$ cat src/pkg/coder_defs.vh
`ifndef CODER_DEFS_VH
`define CODER_DEFS_VH
// ==========================================
// Register addresses
`define ADDR_TX_BUFFER 16'hFF4A
`define ADDR_BIT_COUNT 16'hFF4B
`define ADDR_CONTROL 16'hFF4C
`define ADDR_BASE_CLOCK 16'hFF4D
`define ADDR_BAUD_DIV 16'hFF4E
`define ADDR_STATUS 16'hFF47
// ==========================================
// Field positions
`define CTL_ENABLE_BIT 7
`define CTL_ORDER_BIT 4
`define CTL_FORMAT_BIT 1
`define CTL_IDLE_BIT 0
`define STS_BUSY_BIT 7
// ==========================================
// Reset values
`define RST_CONTROL 8'h10
`define RST_BASE_CLOCK 3'h0
`define RST_BAUD_DIV 5'h1F
`define RST_BIT_COUNT 3'h7
`define RST_TX_BUFFER 8'hFF
`define MIN_DIVISOR 5'h04
`define FIFO_DEPTH 8
`define FIFO_AW 3
`endif

$ cat src/rtl/manchester_tx_control.v
`timescale 1ns/1ps
`include "coder_defs.vh"
// Function
// - Control register: enable, order, format, idle level
// - Base clock divides peripheral clock by 2^n
// - Divisor below four behaves as four
// - Bit period is twice divisor periods
// - Status read-only, low bits read zero
// - Status clears on reset or disable
// - Busy flag set while transmitting
// - Busy stays high across back-to-back words
// - Buffer write while enabled starts transmission
// - Bit count field sends count plus one

// ==========================================
// Word queue
module byte_fifo #(
	parameter WIDTH = 11,
	parameter DEPTH = 8,
	parameter AW = 3
) (
	input wire clock_i,
	input wire nrst_i,
	input wire en_i,
	input wire flush_i,
	input wire in_valid_i,
	output wire in_ready_o,
	input wire [WIDTH-1:0] in_data_i,
	output wire out_valid_o,
	input wire out_ready_i,
	output wire [WIDTH-1:0] out_data_o
);
	reg [WIDTH-1:0] mem [0:DEPTH-1];
	reg [AW-1:0] wr_q;
	reg [AW-1:0] rd_q;
	reg [AW:0] cnt_q;
	wire push;
	wire pop;
	assign in_ready_o = (cnt_q != DEPTH);
	assign out_valid_o = (cnt_q != {(AW+1){1'b0}});
	assign out_data_o = mem[rd_q];
	assign push = in_valid_i & in_ready_o;
	assign pop = out_valid_o & out_ready_i;
	always @(posedge clock_i) begin
		if (en_i && push) begin
			mem[wr_q] <= in_data_i;
		end
	end
	always @(posedge clock_i or negedge nrst_i) begin
		if (!nrst_i) begin
			wr_q <= {AW{1'b0}};
			rd_q <= {AW{1'b0}};
			cnt_q <= {(AW+1){1'b0}};
		end else if (en_i) begin
			// Flush wins over push, so a disable never leaves a stale word
			if (flush_i) begin
				wr_q <= {AW{1'b0}};
				rd_q <= {AW{1'b0}};
				cnt_q <= {(AW+1){1'b0}};
			end else begin
				if (push) begin
					wr_q <= wr_q + 1'b1;
				end
				if (pop) begin
					rd_q <= rd_q + 1'b1;
				end
				cnt_q <= cnt_q + {{AW{1'b0}}, push} - {{AW{1'b0}}, pop};
			end
		end
	end
endmodule

// ==========================================
// Control, clocking and status
module manchester_tx_control (
	input wire clock_i,
	input wire nrst_i,
	input wire clk_en_i,
	input wire [15:0] addr_i,
	input wire wr_i,
	input wire rd_i,
	input wire [7:0] wdata_i,
	output reg [7:0] rdata_o,
	output reg serial_code_output_o,
	output reg serial_code_oe_n_o,
	output reg write_full_o
);
	localparam ST_IDLE = 3'b001;
	localparam ST_FIRST = 3'b010;
	localparam ST_SECOND = 3'b100;
	reg [7:0] coder_control_q;
	reg [2:0] base_sel_q;
	reg [4:0] baud_div_q;
	reg [2:0] bit_count_q;
	reg [7:0] tx_buffer_q;
	reg busy_q;
	reg [2:0] state_q;
	reg [4:0] pre_q;
	reg [4:0] kcnt_q;
	reg [7:0] shift_q;
	reg [2:0] left_q;
	reg line_d;
	reg [7:0] rd_d;
	wire enable;
	wire tx_write;
	wire fifo_ready;
	wire fifo_valid;
	wire [10:0] fifo_data;
	wire load;
	wire base_tick;
	wire half_tick;
	wire [4:0] k_eff;
	wire out_bit;
	wire wr_control;
	wire wr_base_clock;
	wire wr_baud_div;
	wire wr_bit_count;
	wire wr_tx_buffer;
	// ==========================================
	// Register access
	function hit;
		input [15:0] a;
		input [15:0] b;
		begin
			hit = (a == b);
		end
	endfunction
	assign enable = coder_control_q[`CTL_ENABLE_BIT];
	assign wr_control = wr_i & hit(addr_i, `ADDR_CONTROL);
	assign wr_base_clock = wr_i & hit(addr_i, `ADDR_BASE_CLOCK);
	assign wr_baud_div = wr_i & hit(addr_i, `ADDR_BAUD_DIV);
	assign wr_bit_count = wr_i & hit(addr_i, `ADDR_BIT_COUNT);
	assign wr_tx_buffer = wr_i & hit(addr_i, `ADDR_TX_BUFFER);
	assign tx_write = wr_tx_buffer & enable;
	always @(posedge clock_i or negedge nrst_i) begin
		if (!nrst_i) begin
			coder_control_q <= `RST_CONTROL;
			base_sel_q <= `RST_BASE_CLOCK;
			baud_div_q <= `RST_BAUD_DIV;
			bit_count_q <= `RST_BIT_COUNT;
			tx_buffer_q <= `RST_TX_BUFFER;
			rdata_o <= 8'h00;
		end else if (clk_en_i) begin
			// Unused control bits stay zero so reads match the layout
			if (wr_control) begin
				coder_control_q <= wdata_i & 8'h93;
			end
			if (wr_base_clock) begin
				base_sel_q <= wdata_i[2:0];
			end
			if (wr_baud_div) begin
				baud_div_q <= wdata_i[4:0];
			end
			if (wr_bit_count) begin
				bit_count_q <= wdata_i[2:0];
			end
			if (wr_tx_buffer) begin
				tx_buffer_q <= wdata_i;
			end
			if (rd_i) begin
				rdata_o <= rd_d;
			end
		end
	end
	// Status writes have no decode at all, so they are dropped
	always @* begin
		rd_d = 8'h00;
		case (addr_i)
			`ADDR_CONTROL: rd_d = coder_control_q;
			`ADDR_BASE_CLOCK: rd_d = {5'h00, base_sel_q};
			`ADDR_BAUD_DIV: rd_d = {3'h0, baud_div_q};
			`ADDR_BIT_COUNT: rd_d = {5'h00, bit_count_q};
			`ADDR_TX_BUFFER: rd_d = tx_buffer_q;
			// Gated by enable so a read just after a disable already shows zero
			`ADDR_STATUS: rd_d = {busy_q & enable, 7'h00};
			default: rd_d = 8'h00;
		endcase
	end
	// ==========================================
	// Queue of pending words: data, bit count
	byte_fifo #(.WIDTH(11), .DEPTH(`FIFO_DEPTH), .AW(`FIFO_AW)) u_fifo (
		.clock_i(clock_i),
		.nrst_i(nrst_i),
		.en_i(clk_en_i),
		.flush_i(~enable),
		.in_valid_i(tx_write),
		.in_ready_o(fifo_ready),
		.in_data_i({bit_count_q, wdata_i}),
		.out_valid_o(fifo_valid),
		.out_ready_i(load),
		.out_data_o(fifo_data)
	);
	// ==========================================
	// Baud generation
	// Codes 6 and 7 are prohibited; the prescaler then simply wraps at 32
	assign base_tick = (pre_q == ((5'h01 << base_sel_q) - 5'h01));
	assign k_eff = (baud_div_q < `MIN_DIVISOR) ? `MIN_DIVISOR : baud_div_q;
	// Two k periods per bit: one per half
	assign half_tick = base_tick && (kcnt_q == k_eff - 5'h01);
	assign load = fifo_valid && ((state_q == ST_IDLE) || (state_q == ST_SECOND && half_tick && left_q == 3'h0));
	// Short words send the low bits, so MSB-first starts at bit count
	assign out_bit = coder_control_q[`CTL_ORDER_BIT] ? shift_q[0] : shift_q[7];
	// ==========================================
	// Word alignment in the shift register
	function [7:0] first_aligned;
		input [7:0] data;
		input [2:0] last;
		input lsb_first;
		begin
			first_aligned = lsb_first ? data : (data << (3'h7 - last));
		end
	endfunction
	function [7:0] next_word;
		input [7:0] word;
		input lsb_first;
		begin
			next_word = lsb_first ? (word >> 1) : (word << 1);
		end
	endfunction
	// ==========================================
	// Line output
	always @* begin
		line_d = coder_control_q[`CTL_IDLE_BIT];
		if (enable && state_q != ST_IDLE) begin
			if (coder_control_q[`CTL_FORMAT_BIT]) begin
				line_d = out_bit;
			end else begin
				line_d = (state_q == ST_FIRST) ? out_bit : ~out_bit;
			end
		end
	end
	// ==========================================
	// Serialiser state
	always @(posedge clock_i or negedge nrst_i) begin
		if (!nrst_i) begin
			pre_q <= 5'h00;
			kcnt_q <= 5'h00;
			state_q <= ST_IDLE;
			shift_q <= 8'h00;
			left_q <= 3'h0;
			busy_q <= 1'b0;
			serial_code_output_o <= 1'b0;
			serial_code_oe_n_o <= 1'b1;
			write_full_o <= 1'b0;
		end else if (clk_en_i) begin
			write_full_o <= ~fifo_ready;
			serial_code_oe_n_o <= ~enable;
			if (!enable) begin
				state_q <= ST_IDLE;
				busy_q <= 1'b0;
				pre_q <= 5'h00;
				kcnt_q <= 5'h00;
			end else begin
				pre_q <= base_tick ? 5'h00 : pre_q + 5'h01;
				if (state_q == ST_IDLE) begin
					kcnt_q <= 5'h00;
					pre_q <= 5'h00;
				end else if (base_tick) begin
					kcnt_q <= half_tick ? 5'h00 : kcnt_q + 5'h01;
				end
				if (load) begin
					state_q <= ST_FIRST;
					busy_q <= 1'b1;
					left_q <= fifo_data[10:8];
					shift_q <= first_aligned(fifo_data[7:0], fifo_data[10:8], coder_control_q[`CTL_ORDER_BIT]);
				end else begin
					case (state_q)
						ST_IDLE: begin
							busy_q <= 1'b0;
						end
						ST_FIRST: begin
							if (half_tick) begin
								state_q <= ST_SECOND;
							end
						end
						ST_SECOND: begin
							if (half_tick) begin
								if (left_q == 3'h0) begin
									state_q <= ST_IDLE;
									busy_q <= 1'b0;
								end else begin
									state_q <= ST_FIRST;
									left_q <= left_q - 3'h1;
									shift_q <= next_word(shift_q, coder_control_q[`CTL_ORDER_BIT]);
								end
							end
						end
						default: begin
							state_q <= ST_IDLE;
						end
					endcase
				end
			end
			// Output follows the state a cycle later; the lag is uniform per half
			serial_code_output_o <= line_d;
		end
	end
endmodule

$ cat config.mk
export PLATFORM = sky130hd
export DESIGN_NAME = manchester_tx_control
export DESIGN_NICKNAME = d
export VERILOG_FILES = /design/src/rtl/manchester_tx_control.v
export VERILOG_INCLUDE_DIRS = /design/src /design/src/pkg
export SDC_FILE = /design/constraint.sdc
export NUM_CORES = 1
export LEC_CHECK = 0
export ABC_AREA = 1
export BUFFER_PORTS_ARGS = -buffer_cell sky130_fd_sc_hd__buf_4
export CAP_MARGIN = 15
export CORE_MARGIN = 5
export CORE_UTILIZATION = 55
export CTS_BUF_LIST = sky130_fd_sc_hd__clkbuf_4 sky130_fd_sc_hd__clkbuf_8 sky130_fd_sc_hd__clkbuf_16
export DETAILED_ROUTE_END_ITERATION = 10
export PLACE_DENSITY = 0.73
export RECOVER_POWER = 25
export SLEW_MARGIN = 20
export SYNTH_ARGS = -nofsm -noshare
export SYNTH_HDL_FRONTEND = slang
export SYNTH_SLANG_ARGS = --single-unit
$ cat constraint.sdc
create_clock -name clock_i -period 3.9 [get_ports clock_i]
set_clock_uncertainty 0.15 [all_clocks]
set_input_delay 0.78 -clock clock_i [delete_from_list [all_inputs] [get_ports clock_i]]
set_output_delay 0.78 -clock clock_i [all_outputs]
set_load 0.005 [all_outputs]
# Word level (Yosys, flattened, before mapping)
# Memory sizes are Yosys's and may differ from the RTL's.
# Index checks and enable logic that the tools add are counted.
# word_totals
register_bits	69
ramBits	88
inputBits	29
output_inout_bits	11
word_cells	130
n_memories	1
# classes
addsub	10
n_lt_le_gt_ge	1
n_eq_ne	22
shift	2
muxes	41
bitwise_logic	12
reduce_logical	23
# mem_list
name	words	word_bits	read_ports	rd_clocked_by_memory_dff	wr	line_no	source
u_fifo.mem	8	11	1	0	1	manchester_tx_control.v:33	reg [WIDTH-1:0] mem [0:DEPTH-1];
# op_table
op	count
16-bit equality test (second input constant)	6
8-bit two-way mux	6
8-bit one-hot mux with 6 select lines	1
5-bit two-way mux	8
3-bit two-way mux	12
2-bit AND reduction	9
5-bit by 1-bit adder with 5-bit output (second input constant)	2
5-bit equality test	2
1-bit two-way mux	10
5-bit by 1-bit subtractor with 5-bit output (second input constant)	2
1-bit bitwise AND	9
3-bit one-hot mux with 3 select lines	1
4-bit by 3-bit != test with 1-bit output (second input constant)	2
4-bit AND reduction	2
8-bit by 3-bit << shifter with 8-bit output	1
3-bit by 1-bit adder with 3-bit output (second input constant)	2
1-bit logical AND	6
2-bit by 1-bit != test with 1-bit output (second input constant)	3
3-bit by 1-bit != test with 1-bit output (second input constant)	2
5-bit by 3-bit less-than comparator with 1-bit output (second input constant)	1
5-bit AND reduction	1
1-bit by 3-bit << shifter with 5-bit output (first input constant)	1
4-bit by 1-bit adder with 4-bit output	1
4-bit two-way mux	1
other kinds (17)	20

# Depth between registers and ports, before layout
# Gate-level depths: netlist of the first run.
# depth
depth_word	12
mapped_depth	22
mapped_depth_nobuf	21

# Cells and area by module
# A second synthesis of the first run with hierarchy kept.
# hier_totals
hier_cells	957
area_unflattened_um2	8106.5
# by_module_without_submodules
mod	instances	cells_per_inst	area_per_inst_um2	seq_area_each_um2
byte_fifo	1	414	4321.6	2892.8
manchester_tx_control	1	543	3784.9	1500.2

# Least setup slack after synthesis of the first run
# No wires, ideal clock.
# synth_path
path_kind	flip-flop to flip-flop
startpoint	register baud_div_q[4]
endpoint	register u_fifo.cnt_q[1]
setup_ns	0.133
arrival_time_ns	2.877
t_required_ns	3.617
slack_ns	0.740
stages_incl_launch_ff	19
n_path_buf	1
synth_period_minus_slack_ns	3.160
path_cell_list	dfstp_2 -> nor2_1 -> nand2_2 -> nand2_2 -> ha_1 -> xor2_1 -> nand3_1 -> nor2_1 -> nand2_2 -> nor2_2 -> nor2_2 -> nor2_4 -> buf_6 -> ha_1 -> inv_1 -> ha_1 -> fa_1 -> nand2_1 -> o21ai_0
# synth_between
elab_chain_cells	12
# synth_rtl
element	line_no	source
start: declaration	manchester_tx_control.v:93	reg [4:0] baud_div_q;
start signal: assignment	manchester_tx_control.v:139	baud_div_q <= `RST_BAUD_DIV;
start signal: assignment	manchester_tx_control.v:152	baud_div_q <= wdata_i[4:0];
5-bit by 3-bit less-than comparator with 1-bit output (no line)	n/a	
5-bit two-way mux (*)	manchester_tx_control.v:197	assign k_eff = (baud_div_q < `MIN_DIVISOR) ? `MIN_DIVISOR : baud_div_q;
5-bit by 1-bit subtractor with 5-bit output (*)	manchester_tx_control.v:199	assign half_tick = base_tick && (kcnt_q == k_eff - 5'h01);
5-bit equality test (*)	manchester_tx_control.v:199	
1-bit logical AND (*)	manchester_tx_control.v:199	
1-bit logical AND (*) (2 in series)	manchester_tx_control.v:200	assign load = fifo_valid && ((state_q == ST_IDLE) || (state_q == ST_SECOND && half_tick && left_q == 3'h0));
1-bit logical OR (*)	manchester_tx_control.v:200	
1-bit logical AND (*)	manchester_tx_control.v:200	
1-bit bitwise AND (*)	manchester_tx_control.v:43	assign pop = out_valid_o & out_ready_i;
4-bit by 1-bit subtractor with 4-bit output (*)	manchester_tx_control.v:67	cnt_q <= cnt_q + {{AW{1'b0}}, push} - {{AW{1'b0}}, pop};
4-bit two-way mux (*)	manchester_tx_control.v:56	if (flush_i) begin
end signal: assignment	manchester_tx_control.v:53	cnt_q <= {(AW+1){1'b0}};
end signal: assignment	manchester_tx_control.v:59	cnt_q <= {(AW+1){1'b0}};
end signal: assignment	manchester_tx_control.v:67	
end: declaration	manchester_tx_control.v:36	reg [AW:0] cnt_q;
# Every way passes the cells marked *; elsewhere a longest branch is shown, timed or not.
# A chain may end at the register's enable or synchronous reset.

# Worst setup path after layout of the first run
# layout_path
startpoint	register baud_div_q[2]
endpoint	register u_fifo.cnt_q[1]
# The elaborated chain is that of the path after synthesis.

==> impl_metrics.json, run 1 <==
{
  "critical_path_required_ns": 4.05,
  "yosysSeqAreaShare_pct": 54.36,
  "cp_slowest_stage_delay_ns": 0.56,
  "cpLargestDelayFamily": "adder cells",
  "grt_util_met1_pct": 31.45,
  "cp_max_fo": 5,
  "final_worst_setup_slack_ns": 0.6950,
  "grt.met2_usage_pct": 35.92,
  "worstPathBufferInverterCount": 2,
  "holdBufCountCts": 0,
  "power_density_mw_per_mm2": 365.4,
  "grt_util_all_layers_pct": 22.51,
  "multi_input_comb_area_sq_mm": 0.003108,
  "worst_setup_hold_path_clk_slew_ns": 0.06,
  "ant_nets": 0,
  "detailedPlacementHpwl_um": 13090,
  "insertedDiodeCount": 0,
  "sequential_cell_area_sq_mm": 0.004393,
  "final_setup_violation_count": 0,
  "total_power_uw": 3331,
  "leakagePower_uw": 0.004135,
  "synth_compound_gate_area_share_pct": 6.704,
  "num_io_pins": 40,
  "layout_commonest_cell": "sky130_fd_sc_hd__nand2_1",
  "number_of_global_route_vias_before_repair": 6267,
  "pwr-share-clk_pct": 44.6,
  "hold_viol_final": 0,
  "area_of_placed_instances_sq_mm": 0.008621,
  "vdd_drop_max_mv": 0.3013,
  "floorplan.initialDensity_pct": 55.82,
  "worst_max_slew_pin_slew_ns": 0.8727,
  "hold_path_class": "reg -> reg",
  "avgSynthCellArea_sq_um": 8.357,
  "die_area_sq_mm": 0.01722,
  "synth_fa_ha_area_share_pct": 2.260,
  "timing.max_cap.violations": 0,
  "htree_num_levels": 4,
  "p_comb_share_pct": 2.6,
  "switching_share_pct": 22.10,
  "wl_um": 18950,
  "critPathLaunchType": "flip-flop",
  "drt-pass1-iter-count": 5,
  "clock_tree.root_cell": "sky130_fd_sc_hd__clkbuf_16",
  "synth-xor-area-share_pct": 0.9754,
  "drive_above_1_share_pct": 12.27,
  "cts_made_buffers": 17,
  "grt_overflow_total": 0,
  "yosys-top-cells-area": "sky130_fd_sc_hd__edfxtp_1 33%, sky130_fd_sc_hd__dfrtp_1 15%, sky130_fd_sc_hd__nand2_1 15%",
  "largest_family_of_logic_cells_by_synthesized_area": "simple AND/OR/NAND/NOR gates",
  "tritoncts_clock_tree": "yes",
  "gr-usage-met3_pct": 4.511,
  "fmax_mhz": 312.0,
  "yosys_warnings": 0,
  "die_width_um": 131.2,
  "num-nets-final": 1057,
  "postLayoutCellArea_sq_mm": 0.009116,
  "slew-limit-headroom_pct": 41.82,
  "final-max-slew-violation-count": 0,
  "final.fill_count": 1245,
  "synth_simple_gate_area_share_pct": 27.90,
  "synthesis.instances": 967,
  "net_switching_power_of_the_design_uw": 736.3,
  "timing.critical_path.arrival_ns": 3.36,
  "min_period_over_period_pct": 82.18,
  "routed_via_density": 5.397,
  "cts.sink_count": 157,
  "mostFrequentLayoutCells": "323 x sky130_fd_sc_hd__nand2_1, 117 x sky130_fd_sc_hd__inv_1, 99 x sky130_fd_sc_hd__nand3_1, 88 x sky130_fd_sc_hd__edfxtp_1, 67 x sky130_fd_sc_hd__nor2_1",
  "postSynthNetCount": 1010,
  "routedWlPerCell_um": 15.64,
  "rows": 44,
  "cts.repair.resized": 0,
  "grt_antenna_before_repair": 0,
  "drc_errors": 0,
  "crit_path_cell_trace": "inv_2, nand2_2, nand2_2, ha_1, xor2_1, nand3_1, nor2_1, nand2_2, nor2_2, nor2_2, nor2_4, ha_1, inv_1, ha_1, fa_1, nand2_1, o21ai_0",
  "setup_total_negative_slack_ns": 0,
  "yosys.area.top_type": "sky130_fd_sc_hd__edfxtp_1",
  "gp_weighted_congestion": 0.8942,
  "detailedPlace.worstSlack_ns": 0.6941,
  "detailroute.via_count": 6536,
  "grt-busiest-layer": "met2",
  "synth.area.mux_share_pct": 0.1239,
  "yosysUniqueCellTypes": 45,
  "timing.critical_path.slowest_stage_cell": "sky130_fd_sc_hd__dfstp_2",
  "post_synthesis_instance_area_sq_mm": 0.008082,
  "synth_enable_flop_cells": 88,
  "place.port_buffers": 39,
  "intPower_uw": 2595,
  "core_area_sq_mm": 0.01448,
  "synth_top_cell_area_share_pct": 32.70,
  "synth_flop_cell": "sky130_fd_sc_hd__edfxtp_1",
  "cts_setup_buffers": 0,
  "grt_first_pass_wirelength_um": 31510,
  "result_of_the_run": "finished clean",
  "grt_setup_unrepaired": "false",
  "postSynth.asyncResetShare_pct": 43.95,
  "detailedRoute.firstIterationViolations": 586,
  "flop_pwr_share_pct": 52.7,
  "worstSetupPathType": "reg -> reg",
  "clock_path_buffers": 2,
  "pin_count_of_the_biggest_net_entering_global_routing": 70,
  "synth_seq_cells": 157,
  "period_minus_slack_ns": 3.205,
  "dieHeight_um": 131.2,
  "layout-area-overhead-vs-synth_pct": 12.80,
  "source_to_sink_clock_delay_at_the_later_pin_of_the_worst_skew_pair_ns": 0.43,
  "timing.critical_path.to_type": "flip-flop"
}
==> cell families (layout without fill, tap and decap cells) <==
| logic type | after synthesis | count (layout) |
|---|---|---|
| muxes | 1 | 1 |
| xor gates and xnor gates | 9 | 9 |
| adders and majority gates | 14 | 14 |
| AOI/OAI and AO/OA | 97 | 97 |
| DFF | 157 | 157 |
| buffers and inverters | 154 | 214 |
| and+or+nand+nor | 535 | 535 |
==> synth_stat cells, drive strengths merged, types with 5 or more instances <==
cell type and count:
nand2 330, inv 125, nand3 100, edfxtp 88, o21ai 74, nor2 73
dfrtp 50, dfstp 19, nor3 19, buf 15, ha 13, clkbuf 12
a21oi 9, xor2 8, nand4 7, o22ai 5
==> stage by stage <==
stage / util, % / hold WS, ns / instances
floorplan: - / 0.2916 / 967
global placement: 59.54 / 0.3063 / 1179
detailed placement: 59.54 / 0.3049 / 1179
CTS: 63.17 / 0.3178 / 1211
global route: 62.96 / 0.3327 / 1211
finish: 62.96 / 0.3150 / 1211
==> tightest hold or removal path, cell delays in order, from the launching register on <==
cell and delay [ns]:
sky130_fd_sc_hd__dfstp_2 0.37, sky130_fd_sc_hd__nand2_1 0.05, sky130_fd_sc_hd__nand2_1 0.04
==> routing by layer <==
metal	vias up	part of all wire, %
li1	3230	-
met1	3079	46
met2	199	47
met3	28	5.5
met4	0	1.7
met5	-	0
==> worst paths after layout <==
| check | startpoint | to | slack (ns) | depth (start not counted) |
|---|---|---|---|---|
| setup reg to reg | baud_div_q[2] | u_fifo.cnt_q[1] | 0.70 | 17 |
| hold reg to reg | tx_buffer_q[5] | tx_buffer_q[5] | 0.31 | 2 |
| max in group asynchronous | nrst_i | u_fifo.wr_q[0] | 2.72 | 1 |
| setup / recovery | baud_div_q[2] | u_fifo.cnt_q[1] | 0.70 | 17 |
| hold / removal | tx_buffer_q[5] | tx_buffer_q[5] | 0.31 | 2 |
| min in group asynchronous | nrst_i | shift_q[1] | 0.33 | 1 |
==> power groups by stage <==
| stage | Sequential [uW] | Combinational (uW) | Clock (uW) |
|---|---|---|---|
| global placement | 1790 | 92.4 | 0 |
| finish | 1760 | 87.7 | 1490 |
| global route | 1760 | 99.1 | 1580 |
| detailed placement | 1790 | 92.7 | 0 |
| floorplan | 1790 | 29.5 | 0 |
| CTS | 1760 | 92.9 | 1500 |
==> registers in the layout, indices dropped and copies added (netlist names), 4 cells and up <==
name             cells
baud_div_q           5
coder_control_q      4
kcnt_q               5
pre_q                5
rdata_o              8
shift_q              8
tx_buffer_q          8
u_fifo.cnt_q         4
u_fifo.mem          88
==> final cells by class <==
cell class,count,share of cell area (%)
Sequential cell,157,48.19
Multi-Input combinational cell,656,34.09
Inverter,127,5.229
Clock buffer,18,4.749
Timing Repair Buffer,55,4.200
Tap cell,184,2.525
Clock inverter,14,1.016
(Power assumes the default switching activity.)
==> run 2: changes to the inputs <==
--- a/config.mk
+++ b/config.mk
@@ -6,14 +6,14 @@
 export SDC_FILE = /design/constraint.sdc
 export NUM_CORES = 1
 export LEC_CHECK = 0
-export ABC_AREA = 1
+export ABC_AREA = 0
 export BUFFER_PORTS_ARGS = -buffer_cell sky130_fd_sc_hd__buf_4
 export CAP_MARGIN = 15
 export CORE_MARGIN = 5
 export CORE_UTILIZATION = 55
 export CTS_BUF_LIST = sky130_fd_sc_hd__clkbuf_4 sky130_fd_sc_hd__clkbuf_8 sky130_fd_sc_hd__clkbuf_16
 export DETAILED_ROUTE_END_ITERATION = 10
-export PLACE_DENSITY = 0.73
+export PLACE_DENSITY = 0.76
 export RECOVER_POWER = 25
 export SLEW_MARGIN = 20
 export SYNTH_ARGS = -nofsm -noshare
==> constraint.sdc (replaced) <==
create_clock -name clock_i -period 2.68 [get_ports clock_i]
set_clock_uncertainty 0.15 [all_clocks]
set_input_delay 0.536 -clock clock_i [delete_from_list [all_inputs] [get_ports clock_i]]
set_output_delay 0.536 -clock clock_i [all_outputs]
set_load 0.005 [all_outputs]
==> impl_metrics.json, run 2 <==
{
  "top_register": "u_fifo.mem",
  "place.port_buffers": 39,
  "dieHeight_um": 127.5,
  "tritoncts_clock_tree": "yes",
  "final-max-slew-violation-count": 70,
  "source_to_sink_clock_delay_at_the_later_pin_of_the_worst_skew_pair_ns": 0.43,
  "result_of_the_run": "finished with violations",
  "grt_setup_unrepaired": "true",
  "htree_num_levels": 4,
  "largest_register_ff_count": 88,
  "yosys.area.top_type": "sky130_fd_sc_hd__edfxtp_1",
  "routedWlPerCell_um": 21.24,
  "detailedRoute.firstIterationViolations": 518,
  "gp_weighted_congestion": 0.8530,
  "rows": 43,
  "power_density_mw_per_mm2": 822.2,
  "insertedDiodeCount": 0,
  "cts.sink_count": 157,
  "hold_viol_final": 0,
  "net_switching_power_of_the_design_uw": 2649,
  "layout_commonest_cell": "sky130_fd_sc_hd__buf_4",
  "postSynthNetCount": 612,
  "hold_path_class": "in -> reg",
  "synth_enable_flop_cells": 88,
  "critPathLaunchType": "flip-flop",
  "floorplan.initialDensity_pct": 55.34,
  "wl_um": 18920,
  "cp_max_fo": 3,
  "core_area_sq_mm": 0.01372,
  "final.fill_count": 906,
  "synth_top_cell_area_share_pct": 34.81,
  "yosysUniqueCellTypes": 76,
  "leakagePower_uw": 0.003976,
  "timing.max_cap.violations": 1,
  "synthesis.instances": 569,
  "avgSynthCellArea_sq_um": 13.34,
  "drive_above_1_share_pct": 39.94,
  "clock_path_buffers": 2,
  "ant_nets": 0,
  "postSynth.asyncResetShare_pct": 43.95,
  "cts_made_buffers": 17,
  "switching_share_pct": 33.20,
  "drt-pass1-iter-count": 5,
  "synth_flop_cell": "sky130_fd_sc_hd__edfxtp_1",
  "slew-limit-headroom_pct": -14.35,
  "number_of_standard_cells_in_the_layout_taps_in_and_fillers_out": 891,
  "synth_seq_cells": 157,
  "worst_setup_hold_path_clk_slew_ns": 0.07,
  "die_area_sq_mm": 0.01625,
  "pin_count_of_the_biggest_net_entering_global_routing": 70,
  "holdBufCountCts": 0,
  "mostFrequentLayoutCells": "97 x sky130_fd_sc_hd__buf_4, 88 x sky130_fd_sc_hd__edfxtp_1, 50 x sky130_fd_sc_hd__dfrtp_1, 49 x sky130_fd_sc_hd__nand2_1, 32 x sky130_fd_sc_hd__mux2_2",
  "intPower_uw": 5330,
  "layout-area-overhead-vs-synth_pct": 27.82,
  "p_comb_share_pct": 34.1,
  "yosys_warnings": 0,
  "die_width_um": 127.5,
  "timing.critical_path.to_type": "flip-flop",
  "postLayoutCellArea_sq_mm": 0.009704,
  "grt_util_all_layers_pct": 24.16,
  "area_of_placed_instances_sq_mm": 0.008870,
  "number_of_global_route_vias_before_repair": 5529,
  "grt_antenna_before_repair": 0,
  "period_minus_slack_ns": 3.347,
  "yosys-top-cells-area": "sky130_fd_sc_hd__edfxtp_1 35%, sky130_fd_sc_hd__dfrtp_1 16%, sky130_fd_sc_hd__dfstp_2 6.6%",
  "final_setup_violation_count": 62,
  "post-place-cells": 848,
  "fmax_mhz": 298.8,
  "flop_pwr_share_pct": 37.3,
  "num_io_pins": 40,
  "detailedPlacementHpwl_um": 12560,
  "grt_first_pass_wirelength_um": 30280,
  "vdd_drop_max_mv": 0.6171,
  "pwr-share-clk_pct": 28.6,
  "routed_via_density": 6.186,
  "min_period_over_period_pct": 124.9,
  "yosysMostFrequentCell": "sky130_fd_sc_hd__edfxtp_1",
  "failed_checks": "max-capacitance violations, max-slew violations, negative setup slack",
  "setup_total_negative_slack_ns": -10.94,
  "synth_commonest_cells": "88 x sky130_fd_sc_hd__edfxtp_1, 52 x sky130_fd_sc_hd__nand2_1, 50 x sky130_fd_sc_hd__dfrtp_1",
  "drc_errors": 0,
  "timing.critical_path.arrival_ns": 3.55,
  "clock_tree.root_cell": "sky130_fd_sc_hd__clkbuf_16",
  "worstSetupPathType": "reg -> reg",
  "critical_path_required_ns": 2.88,
  "detailroute.via_count": 5512,
  "num-nets-final": 741,
  "post_synthesis_instance_area_sq_mm": 0.007592,
  "final_worst_setup_slack_ns": -0.6668,
  "yosysSeqAreaShare_pct": 57.86,
  "grt_overflow_total": 0,
  "worst_max_slew_pin_slew_ns": 1.715
}
-- run 2: cell type report --
cell class | count | area, sq um | area share, %
Inverter | 25 | 98.84 | 1.019
Tap cell | 180 | 225.2 | 2.321
Clock inverter | 15 | 130.1 | 1.341
Multi-Input combinational cell | 367 | 3307 | 34.08
Clock buffer | 17 | 425.4 | 4.384
Timing Repair Buffer | 130 | 1125 | 11.59
Sequential cell | 157 | 4393 | 45.27
-- run 2: stage by stage --
stage | hold slack (ns) | setup slack, ns | util [%] | power (uW)
4_1_cts | 0.09648 | -0.6704 | 70.84 | 7888
6_report | 0.2880 | -0.6668 | 70.73 | 7979
2_1_floorplan | 0.09041 | -1.037 | - | 4511
3_3_place_gp | 0.3148 | -0.6495 | 64.65 | 5298
3_5_place_dp | 0.3191 | -0.7246 | 64.65 | 5361
5_1_grt | 0.2864 | -0.8020 | 70.73 | 8380
-- run 2: worst paths after layout --
| kind | startpoint | endpoint | slack, ns | cells past startpoint |
|---|---|---|---|---|
| worst max-delay path | baud_div_q[2] | u_fifo.cnt_q[1] | -0.67 | 15 |
| worst min-delay path | clk_en_i | u_fifo.cnt_q[0] | 0.29 | 2 |
| worst max register to register | baud_div_q[2] | u_fifo.cnt_q[1] | -0.67 | 15 |
| worst min register to register | rdata_o[1] | rdata_o[1] | 0.33 | 1 |
| max in group asynchronous | nrst_i | coder_control_q[1] | 0.96 | 1 |
| min in group asynchronous | nrst_i | shift_q[7] | 0.39 | 1 |
-- run 2: routing by layer --
metal / share of wire [%] / GRT usage (%) / routed length, um
met2: 49 / 39.55 / 9313
met1: 42 / 32.80 / 8016
met3: 5.8 / 4.515 / 1092
met4: 2.6 / 8.139 / 499
met5: 0 / 0 / 0
-- run 2: power by group through the flow --
stage / combinational, uW / sequential [uW] / clock [uW]
6_report: 2720 / 2980 / 2290
5_1_grt: 2930 / 3000 / 2450
4_1_cts: 2600 / 2970 / 2320
3_5_place_dp: 2360 / 3000 / 0
3_3_place_gp: 2310 / 2990 / 0
2_1_floorplan: 1590 / 2920 / 0
-- run 2: critical path, stage by stage (launching register included) --
cell and delay, ns:
sky130_fd_sc_hd__dfstp_2 0.39, sky130_fd_sc_hd__o31ai_4 0.25, sky130_fd_sc_hd__ha_2 0.20, sky130_fd_sc_hd__or3b_1 0.34, sky130_fd_sc_hd__a32o_2 0.27, sky130_fd_sc_hd__a2111oi_4 0.20
sky130_fd_sc_hd__o211ai_2 0.17, sky130_fd_sc_hd__o22ai_4 0.16, sky130_fd_sc_hd__nand2_4 0.08, sky130_fd_sc_hd__inv_4 0.06, sky130_fd_sc_hd__ha_4 0.13, sky130_fd_sc_hd__inv_4 0.03
sky130_fd_sc_hd__ha_4 0.15, sky130_fd_sc_hd__fa_2 0.52, sky130_fd_sc_hd__nand3_1 0.06, sky130_fd_sc_hd__o21ai_1 0.10
-- run 2: what timing repair did --
item                       CTS  global route
buffers inserted            11             5
pin swaps                   27            12
setup endpoints to repair   38            71
cloned                       1             0
resized for setup           55             7
-- run 2: cells by family after synthesis --
family | synth area share [%]
xor+xnor | 1.269
simple gates | 9.839
compound gates | 10.89
fa+ha+maj | 2.406
buf+inv | 2.802
mux | 14.93
flops | 57.86
==> run 3: changes to the inputs <==
==> constraint.sdc (replaced) <==
create_clock -name clock_i -period 3.01 [get_ports clock_i]
set_clock_uncertainty 0.15 [all_clocks]
set_input_delay 0.602 -clock clock_i [delete_from_list [all_inputs] [get_ports clock_i]]
set_output_delay 0.602 -clock clock_i [all_outputs]
set_load 0.005 [all_outputs]
==> impl_metrics.json, run 3 (synthesis results as in run 2) <==
{
  "largest_register_ff_count": 88,
  "grt_util_all_layers_pct": 23.27,
  "tritoncts_clock_tree": "yes",
  "grt_overflow_total": 0,
  "holdBufCountCts": 0,
  "gp_weighted_congestion": 0.9252,
  "final_util_pct": 69.27,
  "hold_viol_final": 0,
  "net_switching_power_of_the_design_uw": 2240,
  "timing.critical_path.to_type": "flip-flop",
  "setup_total_negative_slack_ns": -5.094,
  "total_power_uw": 6984,
  "final-max-slew-violation-count": 0,
  "power_density_mw_per_mm2": 734.9,
  "failed_checks": "negative setup slack",
  "routed_via_density": 6.222,
  "final_setup_violation_count": 22,
  "crit_path_cell_trace": "o31ai_4, ha_2, or3b_1, a32o_2, a2111oi_4, o211ai_2, o22ai_4, nand2_4, inv_4, buf_4, buf_6, mux4_2, mux2_4",
  "rows": 43,
  "worstSetupPathType": "reg -> reg",
  "place.port_buffers": 39,
  "hold_path_class": "in -> async",
  "floorplan.initialDensity_pct": 55.34,
  "core_area_sq_mm": 0.01372,
  "die_width_um": 127.5,
  "area_of_placed_instances_sq_mm": 0.008662,
  "drc_errors": 0,
  "cp_slowest_stage_delay_ns": 0.48,
  "clock_tree.root_cell": "sky130_fd_sc_hd__clkbuf_16",
  "worstPathBufferInverterCount": 3,
  "grt_antenna_before_repair": 0,
  "die_area_sq_mm": 0.01625,
  "layout_commonest_cell": "sky130_fd_sc_hd__edfxtp_1",
  "top_register": "u_fifo.mem",
  "layout-area-overhead-vs-synth_pct": 25.16,
  "cpLargestDelayFamily": "compound AO/OA/AOI/OAI gates",
  "number_of_global_route_vias_before_repair": 5387,
  "source_to_sink_clock_delay_at_the_later_pin_of_the_worst_skew_pair_ns": 0.43,
  "timing.max_cap.violations": 0,
  "postLayoutCellArea_sq_mm": 0.009503,
  "num_io_pins": 40,
  "cts_made_buffers": 17,
  "detailroute.via_count": 5357,
  "mostFrequentLayoutCells": "88 x sky130_fd_sc_hd__edfxtp_1, 75 x sky130_fd_sc_hd__buf_4, 50 x sky130_fd_sc_hd__dfrtp_1, 49 x sky130_fd_sc_hd__nand2_1, 32 x sky130_fd_sc_hd__mux2_2",
  "routedWlPerCell_um": 21.29,
  "ant_nets": 0,
  "p_comb_share_pct": 32.3,
  "timing.critical_path.slowest_stage_cell": "sky130_fd_sc_hd__mux4_2",
  "clock_path_buffers": 2,
  "timing.critical_path.arrival_ns": 3.57,
  "pwr-share-clk_pct": 29.7,
  "detailedPlacementHpwl_um": 12270,
  "vdd_drop_max_mv": 0.5949,
  "result_of_the_run": "finished with violations",
  "cts.sink_count": 157,
  "final_worst_setup_slack_ns": -0.4071,
  "critPathLaunchType": "flip-flop",
  "grt_setup_unrepaired": "true",
  "critical_path_required_ns": 3.17,
  "worst_setup_hold_path_clk_slew_ns": 0.06,
  "min_period_over_period_pct": 113.5,
  "switching_share_pct": 32.07,
  "detailedRoute.firstIterationViolations": 604,
  "drive_above_1_share_pct": 37.59,
  "fmax_mhz": 292.6,
  "intPower_uw": 4744,
  "htree_num_levels": 4,
  "wl_um": 18330,
  "period_minus_slack_ns": 3.417,
  "slew-limit-headroom_pct": 36.94,
  "leakagePower_uw": 0.003835,
  "cp_max_fo": 3,
  "flop_pwr_share_pct": 38.1,
  "num-nets-final": 711,
  "dieHeight_um": 127.5,
  "insertedDiodeCount": 0,
  "grt_first_pass_wirelength_um": 28900,
  "worst_max_slew_pin_slew_ns": 0.9360,
  "pin_count_of_the_biggest_net_entering_global_routing": 70,
  "drt-pass1-iter-count": 5
}
==> run 3: cell types whose count changed in the layout (fill, tap and decap cells not counted), moves of 3 or more <==
cell and change:
sky130_fd_sc_hd__buf_4 -22, sky130_fd_sc_hd__buf_6 -7, sky130_fd_sc_hd__inv_8 -4, sky130_fd_sc_hd__clkbuf_8 +3, sky130_fd_sc_hd__clkinv_4 +3, sky130_fd_sc_hd__nand3_1 -3, sky130_fd_sc_hd__nand3_2 +3, sky130_fd_sc_hd__o21ai_1 -3
==> run 3: what timing repair did <==
item	4_1_cts	5_1_grt
buffers inserted	3	6
pin swaps	11	14
endpoints found under the setup margin	19	27
resized for setup	15	39
==> run 3: routing by layer <==
metal / wire length (um) / global-route usage, % / up-vias
met5: 0 / 0 / -
met4: 284 / 6.688 / 0
met3: 1126 / 4.766 / 28
met2: 9320 / 38.37 / 211
met1: 7597 / 31.56 / 2734
li1: - / - / 2384
==> run 3: final timing paths <==
check                         startpoint                 end  slack (ns)  cells past startpoint
max                        baud_div_q[4]          shift_q[1]       -0.41                     13
max in group asynchronous         nrst_i          rdata_o[5]        2.01                      1
min reg2reg                   rdata_o[1]          rdata_o[1]        0.34                      1
max reg2reg                baud_div_q[4]          shift_q[1]       -0.41                     13
min                               nrst_i           left_q[2]        0.13                      1
min in group clock_i            clk_en_i  serial_code_oe_n_o        0.33                      2
==> run 3: final cells by class <==
type | count | area [sq um]
flip-flops and latches | 157 | 4393
well taps | 180 | 225.2
clock inverters | 9 | 73.82
inverters | 25 | 96.34
repair buffers | 100 | 875.8
clock buffers | 23 | 506.7
fillers | 936 | 4217
multi-input cells | 367 | 3332
==> run 3: metrics by stage <==
step,instances,setup WS [ns],hold WS [ns]
final,861,-0.4071,0.1326
after global routing,861,-0.5546,0.2014
after CTS,856,-0.4107,0.1538
after detailed placement,822,-0.5174,0.3279
after global placement,822,-0.3766,0.3132
after floorplan,569,-0.7073,0.1564
==> run 3: power by group through the flow <==
stage	clock network [uW]	registers, uW	logic (uW)
final	2070	2660	2250
after global routing	2230	2680	2460
after CTS	2100	2650	2040
after detailed placement	0	2680	1940
after global placement	0	2680	1870
after floorplan	0	2600	1410
